===== src/pkg/cei_pkg.sv =====
/*
 Shared constants for the cache error attribute and injection block:
 register offsets, field positions, reset values, codes and states.
 Assumes a 32-bit AHB-Lite register bus with word-aligned registers.
*/
`default_nettype none

package cei_pkg;

   // ------------------------------------------------------------
   // Register offsets (byte addresses)
   // ------------------------------------------------------------
   localparam logic [7:0] OFS_ATTR = 8'h00;
   localparam logic [7:0] OFS_INJ_CTL = 8'h04;
   localparam logic [7:0] OFS_INJ_LO = 8'h08;
   localparam logic [7:0] OFS_INJ_HI = 8'h0C;
   localparam logic [7:0] OFS_DET_DIS = 8'h10;
   localparam logic [7:0] OFS_CSR0 = 8'h14;
   localparam logic [7:0] OFS_INT_STATUS = 8'h18;
   localparam logic [7:0] OFS_INT_ENABLE = 8'h1C;
   localparam logic [7:0] OFS_INT_CLEAR = 8'h20;

   // ------------------------------------------------------------
   // Field positions (bit n of the 32..63 numbering is bit 63-n)
   // ------------------------------------------------------------
   localparam int ATTR_DW_LSB = 28;
   localparam int ATTR_SRC_LSB = 16;
   localparam int ATTR_KIND_LSB = 12;
   localparam int ATTR_VALID_BIT = 0;
   localparam int INJ_TAG_BIT = 16;
   localparam int INJ_MIRROR_BIT = 9;
   localparam int INJ_DATA_BIT = 8;
   localparam int INJ_MASK_LSB = 0;
   localparam int CSR0_PE_BIT = 0;
   localparam int EV_CAPTURED = 0;
   localparam int EV_LOST = 1;
   localparam int EV_W = 2;

   // ------------------------------------------------------------
   // Codes and reset values
   // ------------------------------------------------------------
   localparam logic [4:0] SRC_SNOOP = 5'h00;
   localparam logic [4:0] SRC_INST = 5'h10;
   localparam logic [4:0] SRC_DATA = 5'h11;
   localparam logic [1:0] KIND_SNOOP = 2'h0;
   localparam logic [1:0] KIND_WRITE = 2'h1;
   localparam logic [1:0] KIND_READ = 2'h2;
   localparam logic [1:0] KIND_NONE = 2'h3;
   localparam logic [31:0] RESET_WORD = 32'h00000000;
   localparam logic [7:0] RESET_BYTE = 8'h00;
   localparam logic [1:0] HTRANS_IDLE = 2'h0;

   typedef enum logic {BUS_IDLE, BUS_DATA} cei_bus_e;

endpackage

`default_nettype wire


===== src/rtl/cei_data_injector.sv =====
/*
 Data array write stage: applies data masks, check-byte mirroring and
 check-bit masks to one doubleword write, one registered cycle.
 Assumes control inputs reflect the register state at the write cycle.
*/
`timescale 1ns/10ps
`default_nettype none

module cei_data_injector
   import cei_pkg::*;
(
   // Clock and reset
   input wire logic clk,
   input wire logic reset,
   // Write from the cache
   input wire logic wr_in,
   input wire logic [63:0] data_in,
   input wire logic [7:0] check_in,
   // Injection control
   input wire logic inject,
   input wire logic mirror,
   input wire logic [63:0] data_mask,
   input wire logic [7:0] check_mask,
   // Write to the data array
   output logic wr_out,
   output logic [63:0] data_out,
   output logic [7:0] check_out
);

   logic [7:0] check_src;

   // Mirror first so the mask lands on the mirrored byte
   always_comb begin
      check_src = (inject && mirror) ? data_in[63:56] : check_in;
   end

   always_ff @(posedge clk or posedge reset) begin
      if (reset) begin
         wr_out <= 1'b0;
         data_out <= '0;
         check_out <= RESET_BYTE;
      end else begin
         wr_out <= wr_in;
         // Masks act only with injection on, so clean writes pass intact
         data_out <= inject ? (data_in ^ data_mask) : data_in;
         check_out <= inject ? (check_src ^ check_mask) : check_src;
      end
   end
endmodule

`default_nettype wire


===== src/rtl/cei_error_attr_inject.sv =====
/*
 Cache error attribute capture and error injection control, with an
 AHB-Lite register slave and one level interrupt.
 Assumes error reports and array writes arrive on clk, one cycle each.
*/
// The register offsets and the AHB-Lite slave port are this design's own decisions.
`timescale 1ns/10ps
`default_nettype none

// Functional notes
// - Data ECC errors record the doubleword index; other errors record zero.
// - Source code: 00000 snoop, 10000 instruction, 10001 data side.
// - Kind code: 00 snoop, 01 write, 10 read; 11 never produced.
// - First reported error fills attributes and sets capture_valid.
// - While capture_valid is set, attributes stay frozen until cleared.
// - Any injection active forces every detection enable on.
// - Tag inject bit inverts parity of each later tag write.
// - Mirror plus data inject copies data MSB onto check byte.
// - Data inject bit alters later data writes; clear means untouched.
// - Check mask applies to the mirrored byte when mirroring.
// - Check mask bits invert check bits only with data inject on.
// - Low and high data masks invert data bits while injecting.
module cei_error_attr_inject
   import cei_pkg::*;
#(
   parameter int DIS_W = 8
) (
   // Clock and reset
   input wire logic clk,
   input wire logic reset,
   // AHB-Lite slave
   input wire logic hsel,
   input wire logic [31:0] haddr,
   input wire logic [1:0] htrans,
   input wire logic hwrite,
   input wire logic [2:0] hsize,
   input wire logic [31:0] hwdata,
   input wire logic hready,
   output logic hreadyout,
   output logic [31:0] hrdata,
   output logic hresp,
   // Error report from detectors
   input wire logic err_valid,
   input wire logic err_reported,
   input wire logic err_data_ecc,
   input wire logic [2:0] err_dw,
   input wire logic err_snoop,
   input wire logic err_inst,
   input wire logic err_write,
   // Detection enables to the checkers
   output logic [DIS_W-1:0] detect_enable,
   // Tag array write path
   input wire logic tag_wr_in,
   input wire logic tag_par_in,
   output logic tag_wr_out,
   output logic tag_par_out,
   // Data array write path
   input wire logic data_wr_in,
   input wire logic [63:0] data_in,
   input wire logic [7:0] check_in,
   output logic data_wr_out,
   output logic [63:0] data_out,
   output logic [7:0] check_out,
   // Interrupt
   output logic irq
);

   // ------------------------------------------------------------
   // Bus slave
   // ------------------------------------------------------------
   cei_bus_e bus_state;
   logic [7:0] dp_addr;
   logic dp_write;
   logic wr_en;
   logic accept;
   logic [31:0] rd_word;

   // Any hsize except 3'h7 is accepted and treated as a word transfer
   assign accept = hsel && htrans[1] && hready && (hsize != 3'h7);
   assign wr_en = (bus_state == BUS_DATA) && dp_write;

   // One wait state per transfer keeps a read behind a write coherent
   always_ff @(posedge clk or posedge reset) begin
      if (reset) begin
         bus_state <= BUS_IDLE;
         dp_addr <= RESET_BYTE;
         dp_write <= 1'b0;
         hreadyout <= 1'b1;
      end else begin
         case (bus_state)
            BUS_IDLE: begin
               if (accept) begin
                  bus_state <= BUS_DATA;
                  dp_addr <= {haddr[7:2], 2'b00};
                  dp_write <= hwrite;
                  hreadyout <= 1'b0;
               end
            end
            BUS_DATA: begin
               bus_state <= BUS_IDLE;
               hreadyout <= 1'b1;
            end
            default: begin
               bus_state <= BUS_IDLE;
               hreadyout <= 1'b1;
            end
         endcase
      end
   end

   always_ff @(posedge clk or posedge reset) begin
      if (reset) begin
         hrdata <= RESET_WORD;
         hresp <= 1'b0;
      end else begin
         hresp <= 1'b0;
         if (bus_state == BUS_DATA && !dp_write) begin
            hrdata <= rd_word;
         end
      end
   end

   // ------------------------------------------------------------
   // Control registers
   // ------------------------------------------------------------
   logic tag_inject_enable;
   logic check_byte_mirror_enable;
   logic data_inject_enable;
   logic [7:0] check_bit_inject_mask;
   logic [31:0] data_inject_mask_low;
   logic [31:0] data_inject_mask_high;
   logic [DIS_W-1:0] error_detect_disables;
   logic cache_parity_enable;
   logic [EV_W-1:0] int_enable;

   always_ff @(posedge clk or posedge reset) begin
      if (reset) begin
         tag_inject_enable <= 1'b0;
         check_byte_mirror_enable <= 1'b0;
         data_inject_enable <= 1'b0;
         check_bit_inject_mask <= RESET_BYTE;
         data_inject_mask_low <= RESET_WORD;
         data_inject_mask_high <= RESET_WORD;
         error_detect_disables <= '0;
         cache_parity_enable <= 1'b0;
         int_enable <= '0;
      end else if (wr_en) begin
         case (dp_addr)
            OFS_INJ_CTL: begin
               tag_inject_enable <= hwdata[INJ_TAG_BIT];
               check_byte_mirror_enable <= hwdata[INJ_MIRROR_BIT];
               data_inject_enable <= hwdata[INJ_DATA_BIT];
               check_bit_inject_mask <= hwdata[INJ_MASK_LSB +: 8];
            end
            OFS_INJ_LO: data_inject_mask_low <= hwdata;
            OFS_INJ_HI: data_inject_mask_high <= hwdata;
            OFS_DET_DIS: error_detect_disables <= hwdata[DIS_W-1:0];
            OFS_CSR0: cache_parity_enable <= hwdata[CSR0_PE_BIT];
            OFS_INT_ENABLE: int_enable <= hwdata[EV_W-1:0];
            default: begin
            end
         endcase
      end
   end

   // ------------------------------------------------------------
   // Error attribute capture
   // ------------------------------------------------------------
   logic capture_valid;
   logic [2:0] error_doubleword_index;
   logic [4:0] error_txn_source;
   logic [1:0] error_txn_kind;
   logic sw_clear_valid;
   logic capture;
   logic lost;
   logic [4:0] next_source;
   logic [1:0] next_kind;

   assign sw_clear_valid = wr_en && (dp_addr == OFS_ATTR)
      && !hwdata[ATTR_VALID_BIT];
   // A report in the clearing cycle is captured, not lost
   assign capture = err_valid && err_reported
      && (!capture_valid || sw_clear_valid);
   assign lost = err_valid && err_reported && capture_valid
      && !sw_clear_valid;

   always_comb begin
      next_source = err_snoop ? SRC_SNOOP
         : (err_inst ? SRC_INST : SRC_DATA);
      next_kind = err_snoop ? KIND_SNOOP
         : (err_write ? KIND_WRITE : KIND_READ);
   end

   always_ff @(posedge clk or posedge reset) begin
      if (reset) begin
         capture_valid <= 1'b0;
      end else if (capture) begin
         capture_valid <= 1'b1;
      end else if (sw_clear_valid) begin
         capture_valid <= 1'b0;
      end
   end

   always_ff @(posedge clk or posedge reset) begin
      if (reset) begin
         error_doubleword_index <= 3'h0;
         error_txn_source <= SRC_SNOOP;
         error_txn_kind <= KIND_SNOOP;
      end else if (capture) begin
         // Index means nothing for tag or parity errors
         error_doubleword_index <= err_data_ecc ? err_dw : 3'h0;
         error_txn_source <= next_source;
         error_txn_kind <= next_kind;
      end
   end

   // ------------------------------------------------------------
   // Interrupt status
   // ------------------------------------------------------------
   logic [EV_W-1:0] int_status;
   logic [EV_W-1:0] int_events;
   logic [EV_W-1:0] int_clear;

   assign int_events = {lost, capture};
   assign int_clear = (wr_en && dp_addr == OFS_INT_CLEAR)
      ? hwdata[EV_W-1:0] : '0;

   // Set wins over a clear in the same cycle
   always_ff @(posedge clk or posedge reset) begin
      if (reset) begin
         int_status <= '0;
         irq <= 1'b0;
      end else begin
         int_status <= (int_status & ~int_clear) | int_events;
         irq <= |(int_status & int_enable);
      end
   end

   // ------------------------------------------------------------
   // Read mux
   // ------------------------------------------------------------
   always_comb begin
      rd_word = RESET_WORD;
      case (dp_addr)
         OFS_ATTR: begin
            rd_word[ATTR_DW_LSB +: 3] = error_doubleword_index;
            rd_word[ATTR_SRC_LSB +: 5] = error_txn_source;
            rd_word[ATTR_KIND_LSB +: 2] = error_txn_kind;
            rd_word[ATTR_VALID_BIT] = capture_valid;
         end
         OFS_INJ_CTL: begin
            rd_word[INJ_TAG_BIT] = tag_inject_enable;
            rd_word[INJ_MIRROR_BIT] = check_byte_mirror_enable;
            rd_word[INJ_DATA_BIT] = data_inject_enable;
            rd_word[INJ_MASK_LSB +: 8] = check_bit_inject_mask;
         end
         OFS_INJ_LO: rd_word = data_inject_mask_low;
         OFS_INJ_HI: rd_word = data_inject_mask_high;
         OFS_DET_DIS: rd_word[DIS_W-1:0] = error_detect_disables;
         OFS_CSR0: rd_word[CSR0_PE_BIT] = cache_parity_enable;
         OFS_INT_STATUS: rd_word[EV_W-1:0] = int_status;
         OFS_INT_ENABLE: rd_word[EV_W-1:0] = int_enable;
         default: rd_word = RESET_WORD;
      endcase
   end

   // ------------------------------------------------------------
   // Detection enables and array write paths
   // ------------------------------------------------------------
   logic inject_active;

   assign inject_active = tag_inject_enable || data_inject_enable;

   // Forcing detection covers software that forgot its own setup
   always_ff @(posedge clk or posedge reset) begin
      if (reset) begin
         detect_enable <= '0;
      end else if (inject_active) begin
         detect_enable <= '1;
      end else begin
         detect_enable <= cache_parity_enable
            ? ~error_detect_disables : '0;
      end
   end

   // Control is sampled in the write cycle, so stored lines stay as is
   always_ff @(posedge clk or posedge reset) begin
      if (reset) begin
         tag_wr_out <= 1'b0;
         tag_par_out <= 1'b0;
      end else begin
         tag_wr_out <= tag_wr_in;
         tag_par_out <= tag_par_in ^ tag_inject_enable;
      end
   end

   cei_data_injector u_data_inj (
      .clk(clk),
      .reset(reset),
      .wr_in(data_wr_in),
      .data_in(data_in),
      .check_in(check_in),
      .inject(data_inject_enable),
      .mirror(check_byte_mirror_enable),
      .data_mask({data_inject_mask_high, data_inject_mask_low}),
      .check_mask(check_bit_inject_mask),
      .wr_out(data_wr_out),
      .data_out(data_out),
      .check_out(check_out)
   );
endmodule

`default_nettype wire


===== config.mk =====
export PLATFORM = sky130hd
export DESIGN_NAME = cei_error_attr_inject
export DESIGN_NICKNAME = d
export VERILOG_FILES = /design/src/pkg/cei_pkg.sv /design/src/rtl/cei_data_injector.sv /design/src/rtl/cei_error_attr_inject.sv
export SDC_FILE = /design/constraint.sdc
export NUM_CORES = 1
export LEC_CHECK = 0
export BUFFER_PORTS_ARGS = -buffer_cell sky130_fd_sc_hd__clkbuf_2
export CORE_ASPECT_RATIO = 0.5
export CORE_MARGIN = 5
export CORE_UTILIZATION = 48
export DETAILED_ROUTE_END_ITERATION = 8
export PLACE_DENSITY_LB_ADDON = 0.1
export SLEW_MARGIN = 20
export SYNTH_ARGS = -nofsm -noshare
export SYNTH_HDL_FRONTEND = slang
export SYNTH_HIERARCHICAL = 1
export SYNTH_SLANG_ARGS = --single-unit

===== constraint.sdc =====
create_clock -name clk -period 9 [get_ports clk]
set_input_delay 0.45 -clock clk [delete_from_list [all_inputs] [get_ports clk]]
set_output_delay 0.45 -clock clk [all_outputs]
set_load 0.05 [all_outputs]

==> flow_summary.json <==
{
  "crit_path_leading_delay_family": "simple AND/OR/NAND/NOR gates",
  "htree_num_levels": 1,
  "fp.dieArea_sq_um": 22310,
  "min_path_type": "in2reg",
  "p_per_area_nw_per_um2": 213.9,
  "worst_slew_margin_rel_pct": 29.89,
  "synthTopCellsByCount": "sky130_fd_sc_hd__dfrtp_1, sky130_fd_sc_hd__nand2_1, sky130_fd_sc_hd__mux2_2",
  "power_frac_seq_pct": 47.0,
  "critical_path.max_fanout": 32,
  "max_cap_violations": 0,
  "layout.filler_cells": 1582,
  "syn_avg_cell_area_sq_um": 12.88,
  "max_slew.worst_pin.slew_ns": 1.046,
  "cts_setup_buffers": 0,
  "post-route-period-util_pct": 35.65,
  "grt.overflow.total": 0,
  "cts_root_buffer": "sky130_fd_sc_hd__clkbuf_16",
  "syn_to_final_growth_pct": 22.63,
  "drt.antenna.violating_nets": 0,
  "tritoncts": "done",
  "total_power_mw": 2.427,
  "gr-usage-all-layers_pct": 21.36,
  "maximum_number_of_pins_on_one_net_before_global_route_repair": 85,
  "synth_enable_flop_cells": 0,
  "yosys.cell_count.top_type": "sky130_fd_sc_hd__dfrtp_1",
  "cts_num_sinks": 221,
  "type_of_the_worst_setup_path": "reg2reg",
  "place_area_sq_um": 10690,
  "ys_async_rst_share_pct": 100.0,
  "start_util_pct": 49.58,
  "grt_first_pass_wirelength_mm": 37.14,
  "main_combinational_cell_family_by_area_after_synthesis": "multiplexers",
  "dp_hpwl_mm": 16.83,
  "synth_area_sq_um": 9249,
  "leak_nw": 5.365,
  "grt-busiest-layer": "met2",
  "drtIter0Drc": 231,
  "cts_hold_buffers": 0,
  "finalWorstPathRequiredPeriod_ns": 3.208,
  "run_status": "complete, no violations",
  "grt_pass1_vias": 6574,
  "synth_xor_area_share_pct": 6.913,
  "routabilityCongestion": 0.8167,
  "complex_gate_fraction_of_the_synthesized_area_pct": 7.711,
  "clock_power_share_pct": 35.5,
  "die_width_microns": 206.3,
  "worst-endpoint-arrival_ns": 3.58,
  "groute.layer.met1.usage_pct": 30.50,
  "detailroute.via_count": 6377,
  "insertedDiodeCount": 0,
  "cp-end-kind": "flip-flop",
  "synth_fa_ha_area_share_pct": 0,
  "fin_area_sq_um": 11340,
  "fp.coreArea_sq_um": 18660,
  "net_count_after_synthesis": 876,
  "netlist-cell-type-count": 47,
  "fin_worst_skew_ns": 0.01258,
  "floorplan.die.height_microns": 108.2,
  "grtUsageMet2_pct": 34.60,
  "finish.cell_count_without_fillers": 1229,
  "cts_max_path_buffers": 3,
  "worst_skew_pair.late_latency_ns": 0.50,
  "synthFlopType": "sky130_fd_sc_hd__dfrtp_1",
  "drt-pass1-iter-count": 4,
  "area.sequential_sq_um": 5537,
  "synthesis.instances": 718,
  "number_of_antenna_violations_at_the_first_check_in_global_routing": 0,
  "power.switching_fraction_pct": 30.23,
  "io_buffers": 247,
  "placed_cells_incl_taps": 1192,
  "critical_path_buf_inv_count": 0,
  "hold_violations": 0,
  "grtUsageMet3_pct": 4.465,
  "flip_flop_and_latch_count_after_synthesis": 221,
  "floorplan.rows": 35,
  "timing.critical_path.required_ns": 9.37,
  "final_routed_wirelength_across_all_metal_layers_mm": 24.03,
  "yosys-mux-area-fraction_pct": 15.57,
  "tritoncts.num_buffers": 21,
  "critical_path.max_stage_delay_ns": 1.00,
  "layout.nets": 1114,
  "multi_input_comb_area_sq_um": 3510,
  "yosys_warnings": 6,
  "post_synth_main_area_contributors": "sky130_fd_sc_hd__dfrtp_1, sky130_fd_sc_hd__mux2_2, sky130_fd_sc_hd__xnor2_1",
  "ioPinCount": 276,
  "yosys.area.top_type_share_pct": 59.52,
  "internal-power_mw": 1.693,
  "report.final.slew_viol_count": 0,
  "worstSetupStartpointType": "flip-flop",
  "share_comb_of_total_power_pct": 17.5,
  "cts_resized": 0,
  "drt_drc_violations_left": 0,
  "detail_route.vias_per_cell": 5.189,
  "setup-violations-final": 0,
  "maximum_frequency_from_static_timing_analysis_mhz": 311.7,
  "peakVddDrop_v": 0.0001193,
  "switchingPower_mw": 0.7335,
  "synth.largest_area_cell": "sky130_fd_sc_hd__dfrtp_1",
  "crit_slowest_cell": "sky130_fd_sc_hd__nand2b_2",
  "wl_per_cell_microns": 19.55,
  "synthSimpleGateAreaFrac_pct": 7.549,
  "yosysSeqAreaShare_pct": 59.81,
  "crit_path_cell_trace": "nor3_1, nand3b_1, nand2b_2, mux2_1",
  "timing.setup.tns_ns": 0,
  "rsz_0062_raised_after_global_routing": "no",
  "worst_setup_hold_path_clk_slew_ns": 0.06,
  "share_of_layout_cells_above_drive_strength_1_pct": 41.86
}
path summary, 6_finish.rpt:
kind | from | slack, ns | cells past startpoint | to
setup / recovery | dp_addr[5]$_DFFE_PP0P_ | 5.79 | 4 | data_inject_mask_high[23]$_DFFE_PP0P_
hold / removal | tag_wr_in | 0.06 | 1 | tag_wr_out$_DFF_PP0_
setup reg to reg | dp_addr[5]$_DFFE_PP0P_ | 5.79 | 4 | data_inject_mask_high[23]$_DFFE_PP0P_
hold reg to reg | hrdata[9]$_DFFE_PP0P_ | 0.48 | 2 | hrdata[9]$_DFFE_PP0P_
max in group asynchronous | reset | 7.41 | 3 | data_inject_enable$_DFFE_PP0P_
min in group asynchronous | reset | 0.10 | 2 | data_inject_mask_low[23]$_DFFE_PP0P_
cell usage in the layout, fill, tap and decap left out, types with 9 or more instances in the layout:
cell type / instances
sky130_fd_sc_hd__clkbuf_2: 247
sky130_fd_sc_hd__dfrtp_1: 218
sky130_fd_sc_hd__nand2_1: 108
sky130_fd_sc_hd__mux2_2: 100
sky130_fd_sc_hd__xnor2_1: 64
sky130_fd_sc_hd__mux2i_1: 28
sky130_fd_sc_hd__o21ai_0: 26
sky130_fd_sc_hd__clkbuf_16: 21
sky130_fd_sc_hd__a22o_1: 19
sky130_fd_sc_hd__o31ai_1: 16
sky130_fd_sc_hd__nand4b_1: 9
sky130_fd_sc_hd__xor2_1: 9
metrics by stage:
stage               hold slack, ns  setup slack, ns  util [%]
finish                     0.06187            5.792     60.80
global route               0.04854            5.623     60.80
CTS                        0.04569            5.614     60.78
detailed placement          0.4700            5.635     57.29
global placement            0.4620            5.664     57.29
floorplan                   0.4545            4.572         -
power by group through the flow:
stage               sequential (mW)  combinational (mW)  clock, mW
floorplan                      1.26               0.194          0
global placement               1.16               0.426          0
detailed placement             1.16               0.430          0
CTS                            1.14               0.431      0.880
global route                   1.15               0.456      0.923
finish                         1.14               0.425      0.861
sequential cells by signal, summed over array words and instances (netlist names), 3 cells and up:
register,cells
u_data_inj/check_out,8
error_detect_disables,8
dp_addr,6
error_doubleword_index,3
data_inject_mask_low,32
data_inject_mask_high,32
u_data_inj/data_out,64
check_bit_inject_mask,8
detect_enable,8
hrdata,32
cells by family (layout without fill, tap and decap cells):
kind of cell    after synthesis  count (layout)
flops                       221             221
simple gates                154             154
mux                         130             130
compound gates               94              94
xor+xnor                     73              73
buf+inv                      45             297
other cells                   1               1
final cells by class:
type	count	area share, %
Tap cell	259	2.857
Clock buffer	30	5.108
Clock inverter	7	0.6288
Timing Repair Buffer	254	11.40
Multi-Input combinational cell	452	30.94
Sequential cell	221	48.81
Inverter	6	0.2537
routing by layer:
metal	up-vias	wire length [microns]
li1	2982	-
met1	3212	11080
met2	157	11210
met3	26	1412
met4	0	328
met5	-	0
No activity file was read; power rests on OpenSTA's default activity.
